===== src/osp_pkg.sv =====
// Constants and types for the option switch buffer policy block
package osp_pkg;

    // ****************************************
    // Switch bank layout
    // ****************************************
    localparam int SW_COUNT = 10;
    localparam int SYNC_STAGES = 2;
    localparam int SW_WR_RETRY_LO = 1;
    localparam int SW_WR_RETRY_HI = 2;
    localparam int SW_RD_RETRY_LO = 3;
    localparam int SW_RD_RETRY_HI = 4;
    localparam int SW_MARK_SYNC = 5;
    localparam int SW_EARLY_END = 6;
    localparam int SW_LONG_RECORD = 8;
    localparam int SW_FMT_ADDR = 9;
    // Switches 7 and 10 are spares, masked on readback
    localparam logic [SW_COUNT-1:0] SW_SPARE_MASK = 10'h240;
    localparam logic OPT_ENABLED = 1'b1;
    localparam logic [SW_COUNT-1:0] SW_RESET = 10'h000;

    // ****************************************
    // Policy figures
    // ****************************************
    localparam logic [3:0] RETRY_STEP = 4'h5;
    localparam int EARLY_RECORD_LIMIT = 4;
    localparam logic [1:0] START_WAIT = 2'h3;

    // ****************************************
    // Register map (byte addresses)
    // ****************************************
    localparam int AXI_ADDR_W = 4;
    localparam logic [3:0] ADDR_CTRL = 4'h0;
    localparam logic [3:0] ADDR_SWITCH = 4'h4;
    localparam logic [3:0] ADDR_POLICY = 4'h8;
    localparam logic [3:0] ADDR_SYNCCNT = 4'hc;
    localparam int CTRL_MODE_BIT = 0;
    localparam int CTRL_RESAMPLE_BIT = 1;
    localparam int POL_WR_RETRY = 0;
    localparam int POL_RD_RETRY = 4;
    localparam int POL_TWO_MARK = 8;
    localparam int POL_FMT_ADDR = 9;
    localparam int POL_LONG_MODE = 10;
    localparam int POL_TAPE_END = 11;
    localparam int POL_SINGLE = 12;
    localparam int POL_FOUR = 13;
    localparam int POL_DRAIN = 14;
    localparam logic [1:0] RESP_OKAY = 2'h0;
    localparam logic [1:0] RESP_SLVERR = 2'h2;

    // Decoded policy handed to the cache processor and buffer manager
    typedef struct packed {
        logic [3:0] writeRetryLimit;
        logic [3:0] readRetryLimit;
        logic twoMarkSync;
        logic longRecordMode;
        logic formatterAddress;
        logic acceptWrite;
        logic earlyStatusEnable;
        logic drainRequest;
        logic bufferSync;
    } osp_policy_type;

endpackage


===== src/osp_option_policy.sv =====
// Option switch bank decoder and buffer policy with AXI4-Lite registers
//
// Notes on behaviour
// RQ1 - Closed switch reads 0, open reads 1
// RQ2 - Ten switch inputs, numbered one to ten
// RQ3 - Switches 2,1 select 0/5/10/15 write retries
// RQ4 - Switches 4,3 select 0/5/10/15 read retries
// RQ5 - Enabled: sync after two consecutive tape marks
// RQ6 - Disabled: sync after a single tape mark
// RQ7 - Early end enabled: one record, no early status
// RQ8 - Early end disabled: at most four records
// RQ9 - Over four at warning: drain to four
// RQ10 - Actual end forces one-record policy always
// RQ11 - Reset default mode from switch 8
// RQ12 - Switch 9 formatter address, industry interface only
// RQ13 - Switches 7 and 10 have no effect
// RQ14 - Switches held from power-up or panel reset
//
// Chosen here: the register offsets and the AXI4-Lite interface to the registers.
`timescale 1ns/1ns
module osp_option_policy
    import osp_pkg::*;
#(
    parameter int REC_CNT_W = 8,
    parameter int SYNC_CNT_W = 16
) (
    input wire logic clk,
    input wire logic reset,
    input wire logic ce,
    input wire logic [SW_COUNT:1] optSwitch,
    input wire logic frontPanelReset,
    input wire logic industryInterface,
    input wire logic tapeMarkRead,
    input wire logic tapeMarkWritten,
    input wire logic dataRecord,
    input wire logic earlyTapeEndWarning,
    input wire logic tapeEndReached,
    input wire logic tapeEndClear,
    input wire logic [REC_CNT_W-1:0] recordsBuffered,
    output osp_policy_type policy,
    input wire logic [AXI_ADDR_W-1:0] s_axi_awaddr,
    input wire logic s_axi_awvalid,
    output logic s_axi_awready,
    input wire logic [31:0] s_axi_wdata,
    input wire logic [3:0] s_axi_wstrb,
    input wire logic s_axi_wvalid,
    output logic s_axi_wready,
    output logic [1:0] s_axi_bresp,
    output logic s_axi_bvalid,
    input wire logic s_axi_bready,
    input wire logic [AXI_ADDR_W-1:0] s_axi_araddr,
    input wire logic s_axi_arvalid,
    output logic s_axi_arready,
    output logic [31:0] s_axi_rdata,
    output logic [1:0] s_axi_rresp,
    output logic s_axi_rvalid,
    input wire logic s_axi_rready
);

    // ****************************************
    // Pin synchronisation
    // ****************************************
    logic [SW_COUNT+1:0] pinSync;
    logic [SW_COUNT:1] switchNow;
    logic industryNow;
    logic panelNow;
    logic panelLast_reg;
    logic panelRise;

    // Every switch is an independent pin, bit n is switch n
    osp_sync #(
        .WIDTH(SW_COUNT + 2)
    ) pinSyncInst (
        .clk(clk),
        .reset(reset),
        .ce(ce),
        .asyncIn({industryInterface, frontPanelReset, optSwitch}), // RQ2
        .syncOut(pinSync)
    );

    // Split the synchronised pin group
    assign switchNow = pinSync[SW_COUNT-1:0];
    assign panelNow = pinSync[SW_COUNT];
    assign industryNow = pinSync[SW_COUNT+1];

    // Panel reset acts on its rising edge only
    always_ff @(posedge clk) begin
        if (reset) begin
            panelLast_reg <= 1'b0;
        end else if (ce) begin
            panelLast_reg <= panelNow;
        end
    end

    assign panelRise = panelNow && !panelLast_reg;

    // ****************************************
    // Switch sampling
    // ****************************************
    logic [1:0] startWait_reg;
    logic resampleReq;
    logic sampleNow;
    logic [SW_COUNT:1] heldSwitch_reg;

    // Wait for the synchroniser to fill before the power-up sample
    always_ff @(posedge clk) begin
        if (reset) begin
            startWait_reg <= START_WAIT;
        end else if (ce && startWait_reg != 2'h0) begin
            startWait_reg <= startWait_reg - 2'h1;
        end
    end

    assign sampleNow = ce && ((startWait_reg == 2'h1) || panelRise || resampleReq);

    // Switches are read at power-up, panel reset or resample and held; moving one in between does nothing
    always_ff @(posedge clk) begin
        if (reset) begin
            heldSwitch_reg <= SW_RESET;
        end else if (sampleNow) begin
            heldSwitch_reg <= switchNow; // RQ14
        end
    end

    // ****************************************
    // Field decode
    // ****************************************
    logic [3:0] writeRetry;
    logic [3:0] readRetry;
    logic twoMarkSync;
    logic earlyOneRecord;
    logic formatterAddr;

    // Code times five gives 0, 5, 10 or 15
    function automatic logic [3:0] retry_limit(input logic [1:0] code);
        return {2'h0, code} * RETRY_STEP;
    endfunction

    // Open switch (1) enables its option, closed (0) disables it
    assign writeRetry = retry_limit({heldSwitch_reg[SW_WR_RETRY_HI],
                                     heldSwitch_reg[SW_WR_RETRY_LO]}); // RQ3
    assign readRetry = retry_limit({heldSwitch_reg[SW_RD_RETRY_HI],
                                    heldSwitch_reg[SW_RD_RETRY_LO]}); // RQ4
    assign twoMarkSync = heldSwitch_reg[SW_MARK_SYNC] == OPT_ENABLED; // RQ1
    assign earlyOneRecord = heldSwitch_reg[SW_EARLY_END] == OPT_ENABLED; // RQ1
    // Proprietary interface forces address 0; spare bits 7 and 10 unread
    assign formatterAddr = industryNow && heldSwitch_reg[SW_FMT_ADDR]; // RQ12 RQ13

    // ****************************************
    // Tape mark buffer synchronisation
    // ****************************************
    logic markSeen;
    logic markRun_reg;
    logic syncFire;
    logic [SYNC_CNT_W-1:0] syncCount_reg;

    // Read and written marks count alike; a data record breaks the run
    assign markSeen = tapeMarkRead || tapeMarkWritten;
    assign syncFire = ce && markSeen && (!twoMarkSync || markRun_reg); // RQ5 RQ6

    // Remember one pending mark only when two are needed
    always_ff @(posedge clk) begin
        if (reset) begin
            markRun_reg <= 1'b0;
        end else if (ce) begin
            if (markSeen) begin
                markRun_reg <= twoMarkSync && !markRun_reg; // RQ5
            end else if (dataRecord || sampleNow) begin
                markRun_reg <= 1'b0;
            end
        end
    end

    // Count of syncs for software, wraps silently
    always_ff @(posedge clk) begin
        if (reset) begin
            syncCount_reg <= '0;
        end else if (syncFire) begin
            syncCount_reg <= syncCount_reg + 1'b1;
        end
    end

    // ****************************************
    // End of tape record policy
    // ****************************************
    logic tapeEnd_reg;
    logic singleRecord;
    logic fourLimit;
    logic acceptNext;
    logic drainNext;

    // Actual end latches; a new arrival wins over a clear
    always_ff @(posedge clk) begin
        if (reset) begin
            tapeEnd_reg <= 1'b0;
        end else if (ce) begin
            if (tapeEndReached) begin
                tapeEnd_reg <= 1'b1; // RQ10
            end else if (tapeEndClear || sampleNow) begin
                tapeEnd_reg <= 1'b0;
            end
        end
    end

    // Actual end overrides the switch; warning alone obeys it
    assign singleRecord = tapeEnd_reg
                          || (earlyTapeEndWarning && earlyOneRecord); // RQ7 RQ10
    assign fourLimit = earlyTapeEndWarning && !earlyOneRecord && !tapeEnd_reg; // RQ8

    // Admit a record only if the count after it stays within the limit
    always_comb begin
        if (singleRecord) begin
            acceptNext = recordsBuffered == '0; // RQ7
        end else if (fourLimit) begin
            acceptNext = recordsBuffered < REC_CNT_W'(EARLY_RECORD_LIMIT); // RQ8
        end else begin
            acceptNext = 1'b1;
        end
    end

    // Drain request stays up until four or fewer remain
    assign drainNext = fourLimit
                       && recordsBuffered > REC_CNT_W'(EARLY_RECORD_LIMIT); // RQ9

    // ****************************************
    // Operating mode
    // ****************************************
    logic longMode_reg;
    logic writeFire;
    logic ctrlWrite;
    logic [31:0] wData_reg;

    // Reset default from switch 8, software may change it later
    always_ff @(posedge clk) begin
        if (reset) begin
            longMode_reg <= 1'b0;
        end else if (sampleNow) begin
            longMode_reg <= switchNow[SW_LONG_RECORD] == OPT_ENABLED; // RQ11
        end else if (ctrlWrite) begin
            longMode_reg <= wData_reg[CTRL_MODE_BIT];
        end
    end

    // ****************************************
    // Policy outputs
    // ****************************************
    // Registered so the buffer manager sees glitch-free levels
    always_ff @(posedge clk) begin
        if (reset) begin
            policy <= '0;
        end else if (ce) begin
            policy.writeRetryLimit <= writeRetry;
            policy.readRetryLimit <= readRetry;
            policy.twoMarkSync <= twoMarkSync;
            policy.longRecordMode <= longMode_reg;
            policy.formatterAddress <= formatterAddr;
            policy.acceptWrite <= acceptNext;
            policy.earlyStatusEnable <= !singleRecord; // RQ7 RQ10
            policy.drainRequest <= drainNext;
            policy.bufferSync <= syncFire;
        end
    end

    // ****************************************
    // AXI4-Lite write channel
    // ****************************************
    logic awHeld_reg;
    logic [AXI_ADDR_W-1:0] awAddr_reg;
    logic wHeld_reg;
    logic [3:0] wStrb_reg;
    logic writeMapped;

    // Ready drops while frozen so no item is taken and lost
    assign s_axi_awready = ce && !awHeld_reg && !s_axi_bvalid;
    assign s_axi_wready = ce && !wHeld_reg && !s_axi_bvalid;
    assign writeFire = ce && awHeld_reg && wHeld_reg;
    assign ctrlWrite = writeFire && awAddr_reg == ADDR_CTRL && wStrb_reg[0];
    assign resampleReq = ctrlWrite && wData_reg[CTRL_RESAMPLE_BIT];
    assign writeMapped = awAddr_reg == ADDR_CTRL || awAddr_reg == ADDR_SWITCH
                         || awAddr_reg == ADDR_POLICY || awAddr_reg == ADDR_SYNCCNT;

    // Address and data may arrive in either order
    always_ff @(posedge clk) begin
        if (reset) begin
            awHeld_reg <= 1'b0;
            awAddr_reg <= '0;
            wHeld_reg <= 1'b0;
            wData_reg <= '0;
            wStrb_reg <= '0;
        end else if (ce) begin
            if (s_axi_awvalid && s_axi_awready) begin
                awHeld_reg <= 1'b1;
                awAddr_reg <= {s_axi_awaddr[AXI_ADDR_W-1:2], 2'h0};
            end else if (writeFire) begin
                awHeld_reg <= 1'b0;
            end
            if (s_axi_wvalid && s_axi_wready) begin
                wHeld_reg <= 1'b1;
                wData_reg <= s_axi_wdata;
                wStrb_reg <= s_axi_wstrb;
            end else if (writeFire) begin
                wHeld_reg <= 1'b0;
            end
        end
    end

    // Response once both halves are in; read-only words accept and ignore
    always_ff @(posedge clk) begin
        if (reset) begin
            s_axi_bvalid <= 1'b0;
            s_axi_bresp <= RESP_OKAY;
        end else if (ce) begin
            if (writeFire) begin
                s_axi_bvalid <= 1'b1;
                s_axi_bresp <= writeMapped ? RESP_OKAY : RESP_SLVERR;
            end else if (s_axi_bready) begin
                s_axi_bvalid <= 1'b0;
            end
        end
    end

    // ****************************************
    // AXI4-Lite read channel
    // ****************************************
    logic [AXI_ADDR_W-1:0] readAddr;
    logic [31:0] readWord;
    logic readMapped;

    assign s_axi_arready = ce && !s_axi_rvalid;
    assign readAddr = {s_axi_araddr[AXI_ADDR_W-1:2], 2'h0};

    // Read mux; spare switches always read as zero
    always_comb begin
        readWord = 32'h0000_0000;
        readMapped = 1'b1;
        case (readAddr)
            ADDR_CTRL: begin
                readWord[CTRL_MODE_BIT] = longMode_reg;
            end
            ADDR_SWITCH: begin
                readWord[SW_COUNT-1:0] = heldSwitch_reg & ~SW_SPARE_MASK; // RQ13
            end
            ADDR_POLICY: begin
                readWord[POL_WR_RETRY +: 4] = writeRetry;
                readWord[POL_RD_RETRY +: 4] = readRetry;
                readWord[POL_TWO_MARK] = twoMarkSync;
                readWord[POL_FMT_ADDR] = formatterAddr;
                readWord[POL_LONG_MODE] = longMode_reg;
                readWord[POL_TAPE_END] = tapeEnd_reg;
                readWord[POL_SINGLE] = singleRecord;
                readWord[POL_FOUR] = fourLimit;
                readWord[POL_DRAIN] = drainNext;
            end
            ADDR_SYNCCNT: begin
                readWord[SYNC_CNT_W-1:0] = syncCount_reg;
            end
            default: begin
                readMapped = 1'b0;
            end
        endcase
    end

    // One cycle from address to data
    always_ff @(posedge clk) begin
        if (reset) begin
            s_axi_rvalid <= 1'b0;
            s_axi_rdata <= 32'h0000_0000;
            s_axi_rresp <= RESP_OKAY;
        end else if (ce) begin
            if (s_axi_arvalid && s_axi_arready) begin
                s_axi_rvalid <= 1'b1;
                s_axi_rdata <= readWord;
                s_axi_rresp <= readMapped ? RESP_OKAY : RESP_SLVERR;
            end else if (s_axi_rready) begin
                s_axi_rvalid <= 1'b0;
            end
        end
    end

endmodule


===== src/osp_sync.sv =====
// Two-stage synchroniser for pins entering the clock domain
`timescale 1ns/1ns
module osp_sync #(
    parameter int WIDTH = 1
) (
    input wire logic clk,
    input wire logic reset,
    input wire logic ce,
    input wire logic [WIDTH-1:0] asyncIn,
    output logic [WIDTH-1:0] syncOut
);

    logic [WIDTH-1:0] stage1_reg;
    logic [WIDTH-1:0] stage2_reg;

    // First stage feeds only the second stage
    always_ff @(posedge clk) begin
        if (reset) begin
            stage1_reg <= '0;
            stage2_reg <= '0;
        end else if (ce) begin
            stage1_reg <= asyncIn;
            stage2_reg <= stage1_reg;
        end
    end

    assign syncOut = stage2_reg;

endmodule


===== config.mk =====
export PLATFORM = sky130hd
export DESIGN_NAME = osp_option_policy
export DESIGN_NICKNAME = d
export VERILOG_FILES = /design/src/osp_pkg.sv /design/src/osp_option_policy.sv /design/src/osp_sync.sv
export SDC_FILE = /design/constraint.sdc
export NUM_CORES = 1
export LEC_CHECK = 0
export BUFFER_PORTS_ARGS = -buffer_cell sky130_fd_sc_hd__buf_2
export CAP_MARGIN = 20
export CORE_MARGIN = 2
export CORE_UTILIZATION = 54
export DETAILED_ROUTE_END_ITERATION = 10
export PLACE_DENSITY_LB_ADDON = 0.1
export RECOVER_POWER = 50
export SYNTH_ARGS = -nofsm -noshare
export SYNTH_HDL_FRONTEND = slang
export SYNTH_SLANG_ARGS = --single-unit

===== constraint.sdc =====
create_clock -name clk -period 2.91 [get_ports clk]
set_clock_uncertainty 0.1 [all_clocks]
set_input_delay 0.582 -clock clk [delete_from_list [all_inputs] [get_ports clk]]
set_output_delay 0.582 -clock clk [all_outputs]
set_load 0.03 [all_outputs]

# After elaboration in Yosys (flattened, before gate mapping)
# Index checks and enable logic that the tools add are counted.
word_totals:
  regBits: 99
  out_inout_bits: 56
  elab_cells: 129
op_classes:
  add_sub_neg: 2
  mul: 2
  order_cmp: 2
  n_eq_ne: 7
  n_mux: 22
  reduce_logical: 66
op_table:
  columns: ["operator", "n"]
  rows:
  - ["9-bit case mux with 3 select lines", 1]
  - ["1-bit logical AND", 24]
  - ["2-bit AND reduction", 10]
  - ["1-bit 2-to-1 mux", 17]
  - ["16-bit by 1-bit adder with 16-bit output, second input constant", 1]
  - ["2-bit nonzero test", 8]
  - ["1-bit zero test", 10]
  - ["1-bit logical OR", 10]
  - ["5-bit case mux with 2 select lines", 1]
  - ["2-bit == test, second input constant", 4]
  - ["8-bit by 3-bit > comparator with 1-bit output, second input constant", 1]
  - ["4-bit zero test", 2]
  - ["8-bit zero test", 1]
  - ["8-bit by 3-bit less-than comparator with 1-bit output, second input constant", 1]
  - ["2-bit by 3-bit multiplier with 4-bit output, second input constant", 2]
  - ["2-bit by 1-bit == test with 1-bit output, second input constant", 3]
  - ["2-bit 2-to-1 mux", 2]
  - ["1-bit case mux with 4 select lines", 1]
  - ["4-bit OR reduction", 1]
  - ["2-bit by 1-bit subtractor with 2-bit output, second input constant", 1]

# Longest topological paths before layout
# Gate-level depths: netlist (run 1).
logic_depth:
  depth_word: 10
  mapped_depth: 7
  depth_no_buf: 5

# Modules after synthesis
# Synthesis (run 1) repeated with hierarchy kept, for this count alone.
unflattened:
  cells_unflattened: 464
  hier_area_um2: 4105.2
by_module_without_submodules:
  columns: ["module", "instances", "cells_each", "area_each_um2", "seq_area_each_um2"]
  rows:
  - ["osp_option_policy", 1, 387, 3235.6, 1361.3]
  - ["osp_sync", 1, 77, 869.6, 480.5]

# Worst setup path before layout (run 1)
# OpenSTA, ideal clock, no wires.
synth_path:
  path_kind: "input -> register"
  start: "input port ce"
  end: "register s_axi_rdata[5]"
  arrival_time_ps: 1770
  t_required_ps: 2678
  path_slack_ps: 908
  stages: 5
  path_cell_list: "nor2b_1 nand2_1 clkbuf_1 a221oi_1 nor3_1"
synth_via:
  elab_chain_cells: 3
synth_lines:
  columns: ["item", "line", "source"]
  rows:
  - ["start, declared", "osp_option_policy.sv:29", "input wire logic ce,"]
  - ["1-bit logical AND", "osp_option_policy.sv:329", "assign s_axi_arready = ce && !s_axi_rvalid;"]
  - ["1-bit logical AND", "osp_option_policy.sv:370", "if (s_axi_arvalid && s_axi_arready) begin"]
  - ["2-bit AND reduction (no line) (*)", null, null]
  - ["end signal, assigned", "osp_option_policy.sv:372", "s_axi_rdata <= readWord;"]
  - ["end, declared", "osp_option_policy.sv:54", "output logic [31:0] s_axi_rdata,"]
# Every way passes the cells marked *; elsewhere a longest branch is shown, timed or not.
# A chain may end at the register's enable or synchronous reset.

# Worst setup path after layout (run 1)
layout_path:
  start: "input port reset"
  end: "register s_axi_bresp[1]"
layout_lines:
  columns: ["item", "line", "source"]
  rows:
  - ["start, declared", "osp_option_policy.sv:28", "input wire logic reset,"]
  - ["end signal, assigned", "osp_option_policy.sv:315", "s_axi_bresp <= writeMapped ? RESP_OKAY : RESP_SLVERR;"]
  - ["end, declared", "osp_option_policy.sv:48", "output logic [1:0] s_axi_bresp,"]
# No word-level cell between the ends.

==> results by group, run 1 <==
Finish
  • Design Area, Final: 0.00437 mm²
  • Share of layout cells above drive strength 1: 0.180
  • Final Non-Filler Cells: 601
  • Antenna Cells: 0
  • # fillers: 650
  • Area grow syn2layout: 11.9%
  • NumNets Final: roughly 580

Clocking
  • Worst-Skew Late Latency: 0.37 ns
  • Worst-path clk slew: 0.10 ns
  • CTS tree: built
  • Post-CTS Resized: 0
  • Hold_buf cts: 0
  • CTS root buf: clkbuf_8
  • CTS Sinks: 88
  • Post-CTS setup buffers: 0
  • Clock tree buffer depth: 2
  • H-tree Lvls: 3
  • CTS Buf Count: 9

Placement
  • Port bufs: 76
  • Placer Congestion: 0.894
  • Placed Instances: 586
  • DP Area: between 0.004 and 0.005 mm²
  • Post-place setup slack: 0.660 ns
  • Hpwl dp: between 6 and 7 mm

Worst setup path
  • Critical path capture point type: flip-flop
  • CP Max Fanout: 38
  • FF-to-FF path depth: 4
  • Critical-path cell list: clkbuf_1 -> clkbuf_1 -> nor3b_1
  • CP max stage delay: approximately 1.2 ns
  • Crit path top cell by count: clkbuf_1
  • WP data required: 3.04 ns
  • Crit path max-delay family: buffers and inverters
  • Startpoint Class: input port
  • Worst reg2reg startpoint: heldSwitch_reg[5]$_SDFFE_PP0P_
  • Buf+Inv Stages, Crit Path: 2
  • Slowest cell on crit path: clkbuf_1
  • Reg-to-reg slack, setup: 1.06 ns
  • WS Path Type: input port to flip-flop
  • Reg-to-reg endpoint: syncCount_reg[15]$_SDFFE_PP0P_
  • Critical Path AT: 2.42 ns

Detailed routing
  • Wirelength per Cell: 14.1 µm
  • DRT Pass-1 Iters: 4
  • WL met2: 4.27 mm
  • Wl on met1: between 3 and 4 mm
  • Post-DR vias/cell: 5.34
  • Residual DRC count: 0
  • Wire length on met3: around 310 µm
  • Routed Antenna Nets: 0
  • Final WL: 8.48 mm
  • DRT iter0 DRCs: 121
  • Top Metal Used: met4
  • Via count: 3212

Logic synthesis
  • Syn avg cell area: just under 9 µm²
  • Area contributors post-synth: dfxtp_1, mux2i_1, nor2_1, a21oi_1, buf_4
  • Syn Inst Count: roughly 440
  • #FFs+latches synth: 88
  • Post-synth top cells: dfxtp_1, nor2_1, mux2i_1
  • Ys flop type: dfxtp_1
  • Sequential share of the synthesized area: 0.452
  • Synth warn: 0
  • Async SR Flop Fraction: 0
  • Unique masters post-synth: 51
  • Post-synthesis cell area: around 0.0039 mm²
  • Post-synth top area share: 0.452
  • Post-synth EDFFs: 0
  • Most common cell in the netlist: dfxtp_1
  • Biggest area consumer among synthesized cells: dfxtp_1

Power
  • Pwr dens: 534 mW/mm²
  • Peak supply drop: approximately 0.00038 V
  • Leakage: between 1.5 and 2 nW

Floorplanning
  • Starting Density: 0.565
  • Num rows: 30
  • Io pins: 134
  • Chip Height: ~90 µm
  • Die area: 0.00792 mm²
  • Core Box Area: 0.00691 mm²
  • Die Span X: 89.0 µm

Worst hold path
  • Hold path start: optSwitch[9]
  • Worst hold endpoint: pinSyncInst.stage1_reg[8]$_SDFFE_PP0P_
  • Worst hold path depth: 3
  • Type of the worst min-delay path: input port to flip-flop

STA
  • Slew @ Worst Pin: 1.67 ns
  • Unrepaired setup endpoints after global routing: no
  • Setup TNS: 0 ns
  • Slew HR: -0.115
  • Fin. Hold Viols: 0
  • Setup ws final: 0.612 ns
  • Fin crit period: 2.30 ns
  • Max Freq: 435 MHz
  • # setup viols final: 0
  • Max-slew violations: 39
  • Final Cycle Share: 0.790

Outcome
  • Failing checks: capacitance limit, slew limit
  • Outcome: finished with violations

Global routing
  • Largest net degree at the start of global routing: 39
  • Initial antenna violation count: 0
  • Tot GR Track Use: 0.225
  • First-pass GRT wire length: ~14 mm
  • Total gr overflow: 0
  • Vias in the first global route: 2895

Flow run
  • Max-cap viol count: 1
## worst register-to-register path, cell delays in order, from the launching register on
cell      delay (ns)
dfxtp_1         0.39
nand2b_1        0.26
nand3_1         0.33
or4_1           0.57
a21oi_1         0.14
## cell type report
cell class                 instances  area, µm²  area share
tap                               96        120      0.0275
sequential                        88       1760       0.403
clock inverter                     6       52.6      0.0120
inverter                           5       18.8     0.00430
clock buffer                       9        124      0.0284
multi-input combinational        315       1890       0.434
timing repair buffer              82        397      0.0908
## metrics by stage
step / util / power, mW / hold WS, ns
floorplan: - / 1.53 / 0.335
global placement: 0.611 / 1.58 / 0.337
detailed placement: 0.611 / 1.59 / 0.342
CTS: 0.636 / 2.36 / 0.335
global route: 0.632 / 2.42 / 0.346
finish: 0.632 / 2.33 / 0.344
## placed cells by master, fill, tap and decap left out, types with 4 or more instances in the layout
master	Yosys	layout
a221oi_1	6	6
o31ai_1	6	6
nor3_1	8	8
nand2_1	31	31
a21oi_1	34	34
clkbuf_1	21	19
nand2b_1	6	6
nand3_1	19	19
o21ai_0	18	18
or4_1	6	6
clkbuf_8	0	9
nor2b_1	4	4
inv_1	5	5
dfxtp_1	88	88
nor2_1	63	63
buf_2	5	58
mux2i_1	35	35
conb_1	1	18
buf_4	22	4
xor2_1	5	5
mux2_2	5	5
nand4_1	6	6
## cell families (layout without fill, tap and decap cells)
kind of cell	after synthesis	in the layout	share of synthesized area
adder cells (fa/ha/maj)	3	3	0.00962
other	1	18	0.000961
AO/OA/AOI/OAI	76	76	0.115
buffers and inverters	57	102	0.0795
AND/OR/NAND/NOR	170	170	0.221
flip-flops	88	88	0.452
XOR/XNOR	8	8	0.0180
multiplexers	40	40	0.104
## worst max path at each step
stage	startpoint	end	slack, ns	depth (start not counted)
finish	reset	s_axi_bresp[1]$_SDFFE_PP0P_	0.61	3
global route	reset	pinSyncInst.stage1_reg[7]$_SDFFE_PP0P_	0.42	3
CTS	ce	s_axi_wready	0.81	5
detailed placement	ce	syncCount_reg[15]$_SDFFE_PP0P_	0.66	5
global placement	ce	syncCount_reg[15]$_SDFFE_PP0P_	0.76	5
floorplan	ce	s_axi_rdata[5]$_SDFFE_PP0P_	0.91	5
## where the power goes
part | internal (mW) | leakage (nW) | switching, mW
logic | 0.0958 | 1.03 | 0.190
registers | 1.24 | 0.716 | 0.0281
clock network | 0.318 | 0.0842 | 0.453
## layer usage
| metal | track usage | vias to the layer above |
|---|---|---|
| li1 | - | 1625 |
| met1 | 0.278 | 1515 |
| met2 | 0.382 | 60 |
| met3 | 0.0517 | 12 |
| met4 | 0.0855 | 0 |
| met5 | 0 | - |
Power figures use the tool's default switching activity.
==> run 2, diff against run 1 <==
ABC_AREA = 1   (was default)
CORE_UTILIZATION = 50   (was 54)
clock period = 2.2 ns   (was 2.91 ns; I/O delays follow)
==> results by group, run 2 <==
Worst hold path
  • Worst hold endpoint: pinSyncInst.stage1_reg[11]$_SDFFE_PP0P_
  • Worst hold path depth: 3 (unchanged)
  • Hold path start: industryInterface
  • Type of the worst min-delay path: input port to flip-flop

Placement
  • Placer Congestion: 0.907 (+1.5%)
  • Post-place setup slack: 0.324 ns (-0.336 ns)
  • Placed Instances: 707 (+21%)
  • Port bufs: 76 (unchanged)
  • DP Area: 0.00429 mm² (+1.7%)
  • Hpwl dp: 6.53 mm (+8.8%)

STA
  • Max-slew violations: 0 (-100%)
  • # setup viols final: 0 (unchanged)
  • Fin crit period: 1.85 ns
  • Slew @ Worst Pin: 1.23 ns (-0.439 ns)
  • Slew HR: 0.178 (+0.293)
  • Unrepaired setup endpoints after global routing: no
  • WHS: 0.202 ns (-0.142 ns)
  • Setup ws final: 0.347 ns (-0.265 ns)
  • Fin. Hold Viols: 0 (unchanged)
  • Max Freq: approximately 540 MHz
  • Setup TNS: 0 ns (unchanged)
  • Final Cycle Share: 0.842

Worst setup path
  • CP Max Fanout: 4 (-89%)
  • Worst reg2reg startpoint: syncCount_reg[1]$_SDFFE_PP0P_
  • Reg-to-reg slack, setup: 0.59 ns (-0.47 ns)
  • WP data required: 1.66 ns (-1.38 ns)
  • Reg-to-reg endpoint: syncCount_reg[8]$_SDFFE_PP0P_
  • FF-to-FF path depth: 7 (+3)
  • WS Path Type: flip-flop to output pin
  • Critical Path AT: 1.31 ns (-1.11 ns)
  • Startpoint Class: flip-flop
  • Critical path capture point type: output pin

Logic synthesis
  • Post-synth top area share: 0.449 (-0.00302)
  • Synth warn: 0 (unchanged)
  • Post-synth top cells: nand2_1, nor2_1, dfxtp_1
  • Syn avg cell area: 7.15 µm² (-19%)
  • #FFs+latches synth: 88 (unchanged)
  • Post-synth EDFFs: 0 (unchanged)
  • Sequential share of the synthesized area: 0.449 (-0.00302)
  • Async SR Flop Fraction: 0 (unchanged)
  • Ys flop type: dfxtp_1
  • Unique masters post-synth: 32 (-37%)
  • Area contributors post-synth: dfxtp_1, nand2_1, nor2_1, o21ai_0, a21oi_1
  • Syn Inst Count: 549 (+24%)
  • Post-synthesis cell area: 0.00393 mm² (+0.67%)
  • Most common cell in the netlist: nand2_1
  • Biggest area consumer among synthesized cells: dfxtp_1

Floorplanning
  • Num rows: 32 (+6.7%)
  • Io pins: 134 (unchanged)
  • Core Box Area: 0.00769 mm² (+11%)
  • Die Span X: 92.6 µm (+4.1%)
  • Die area: 0.00858 mm² (+8.3%)
  • Starting Density: 0.511 (-0.0540)
  • Chip Height: 92.6 µm (+4.1%)

Finish
  • # fillers: 770 (+18%)
  • Commonest non-fill, non-tap cells in the layout: nand2_1, nor2_1, dfxtp_1
  • Design Area, Final: 0.00444 mm² (+1.7%)
  • Flip-flop and latch area: 0.00176 mm² (unchanged)
  • Antenna Cells: 0 (unchanged)
  • Share of layout cells above drive strength 1: 0.152 (-0.0286)
  • Most common cell after layout, fill and taps aside: nand2_1
  • NumNets Final: 697 (+20%)
  • Area of the multi-input gates: 0.00178 mm² (-5.9%)
  • Area grow syn2layout: 13.1%
  • Final Non-Filler Cells: 722 (+20%)

Power
  • Leakage: 1.89 nW (+3.2%)
  • Sw Pwr: 930 µW (+38%)
  • Seq pwr share: 0.512 (-0.034)
  • Peak supply drop: 0.000444 V (+16%)
  • Clk pwr share: 0.354 (+0.023)
  • Pint: 2.44 mW (+47%)
  • Switching Share: 0.276 (-0.0123)
  • Combinational power share: 0.133 (+0.010)
  • Pwr dens: 759 mW/mm² (+42%)

Clocking
  • CTS Buf Count: 9 (unchanged)
  • Worst-path clk slew: 0.09 ns (about the same)
  • Clock tree buffer depth: 2 (unchanged)
  • Post-CTS Resized: 0 (unchanged)
  • Hold_buf cts: 0 (unchanged)
  • CTS tree: built
  • Post-CTS setup buffers: 0 (unchanged)
  • Worst-Skew Late Latency: 0.35 ns (-0.02 ns)
  • CTS root buf: clkbuf_8
  • H-tree Lvls: 3 (unchanged)
  • CTS Sinks: 88 (unchanged)

Detailed routing
  • DRT Pass-1 Iters: 5 (+1)
  • Residual DRC count: 0 (unchanged)
  • Routed Antenna Nets: 0 (unchanged)
  • Final WL: 9.25 mm (+9.1%)
  • Via count: 3603 (+12%)
  • Wirelength per Cell: 12.8 µm (-9.2%)
  • Post-DR vias/cell: 4.99 (-6.6%)
  • DRT iter0 DRCs: 142 (+17%)

Global routing
  • Total gr overflow: 0 (unchanged)
  • First-pass GRT wire length: 15.8 mm (+14%)
  • Vias in the first global route: 3459 (+19%)
  • Largest net degree at the start of global routing: 51 (+31%)
  • Tot GR Track Use: 0.227 (+0.00220)
  • Initial antenna violation count: 0 (unchanged)

Outcome
  • Outcome: completed

Flow run
  • Max-cap viol count: 0 (-1)
[run 2: changes by cell type after synthesis, sizes merged, moves of 9 or more]
cell and change:
a21oi +19, nand2 +84, o21ai +41, mux2i -35
clkbuf -9, nor2 +36, inv +34
[run 2: worst max-delay path by stage]
stage,endpoint,from
finish,s_axi_awready,awHeld_reg$_SDFFE_PP0P_
global route,panelLast_reg$_SDFFE_PP0P_,ce
CTS,s_axi_awready,awHeld_reg$_SDFFE_PP0P_
detailed placement,s_axi_rdata[0]$_SDFFE_PP0P_,ce
global placement,s_axi_awready,ce
floorplan,wData_reg[0]$_SDFFE_PP0P_,ce
[run 2: kinds of logic (layout without fill, tap and decap cells)]
logic type,Yosys count,after routing,share of synthesized area
compound gates,124,124,0.166
xor+xnor,2,2,0.00446
fa+ha+maj,3,3,0.00956
buf+inv,85,139,0.110
flops,88,88,0.449
other cells,1,18,0.000955
simple gates,246,246,0.260
[run 2: critical path, cell delays in order (launching register included)]
cell and delay [ns]:
dfxtp_1 0.36, nor3_1 0.33, buf_2 0.27
[run 2: power by group through the flow]
stage | registers, mW | clock network [mW] | logic, mW
after CTS | 1.73 | 1.22 | 0.463
after global placement | 1.76 | 0 | 0.453
after floorplan | 1.80 | 0 | 0.311
after detailed placement | 1.76 | 0 | 0.461
after global routing | 1.74 | 1.28 | 0.505
final | 1.73 | 1.19 | 0.449
[run 2: through the flow]
step	total power [mW]	util
6_report	3.37	0.578
5_1_grt	3.53	0.578
4_1_cts	3.41	0.585
3_5_place_dp	2.22	0.558
3_3_place_gp	2.22	0.558
2_1_floorplan	2.12	-
[run 2: final cells by class]
class,instances,share of cell area
well taps,102,0.0287
inverters,40,0.0338
repair buffers,84,0.0924
flip-flops and latches,88,0.397
clock inverters,5,0.0186
clock buffers,10,0.0287
multi-input cells,393,0.401
[run 2: routing by layer]
metal  global-route usage  up-vias  share of wire
met5                    0        -              0
met4               0.0907        0          0.015
met3               0.0325       14          0.036
met2                0.384       65           0.49
met1                0.292     1649           0.46
li1                     -     1875              -
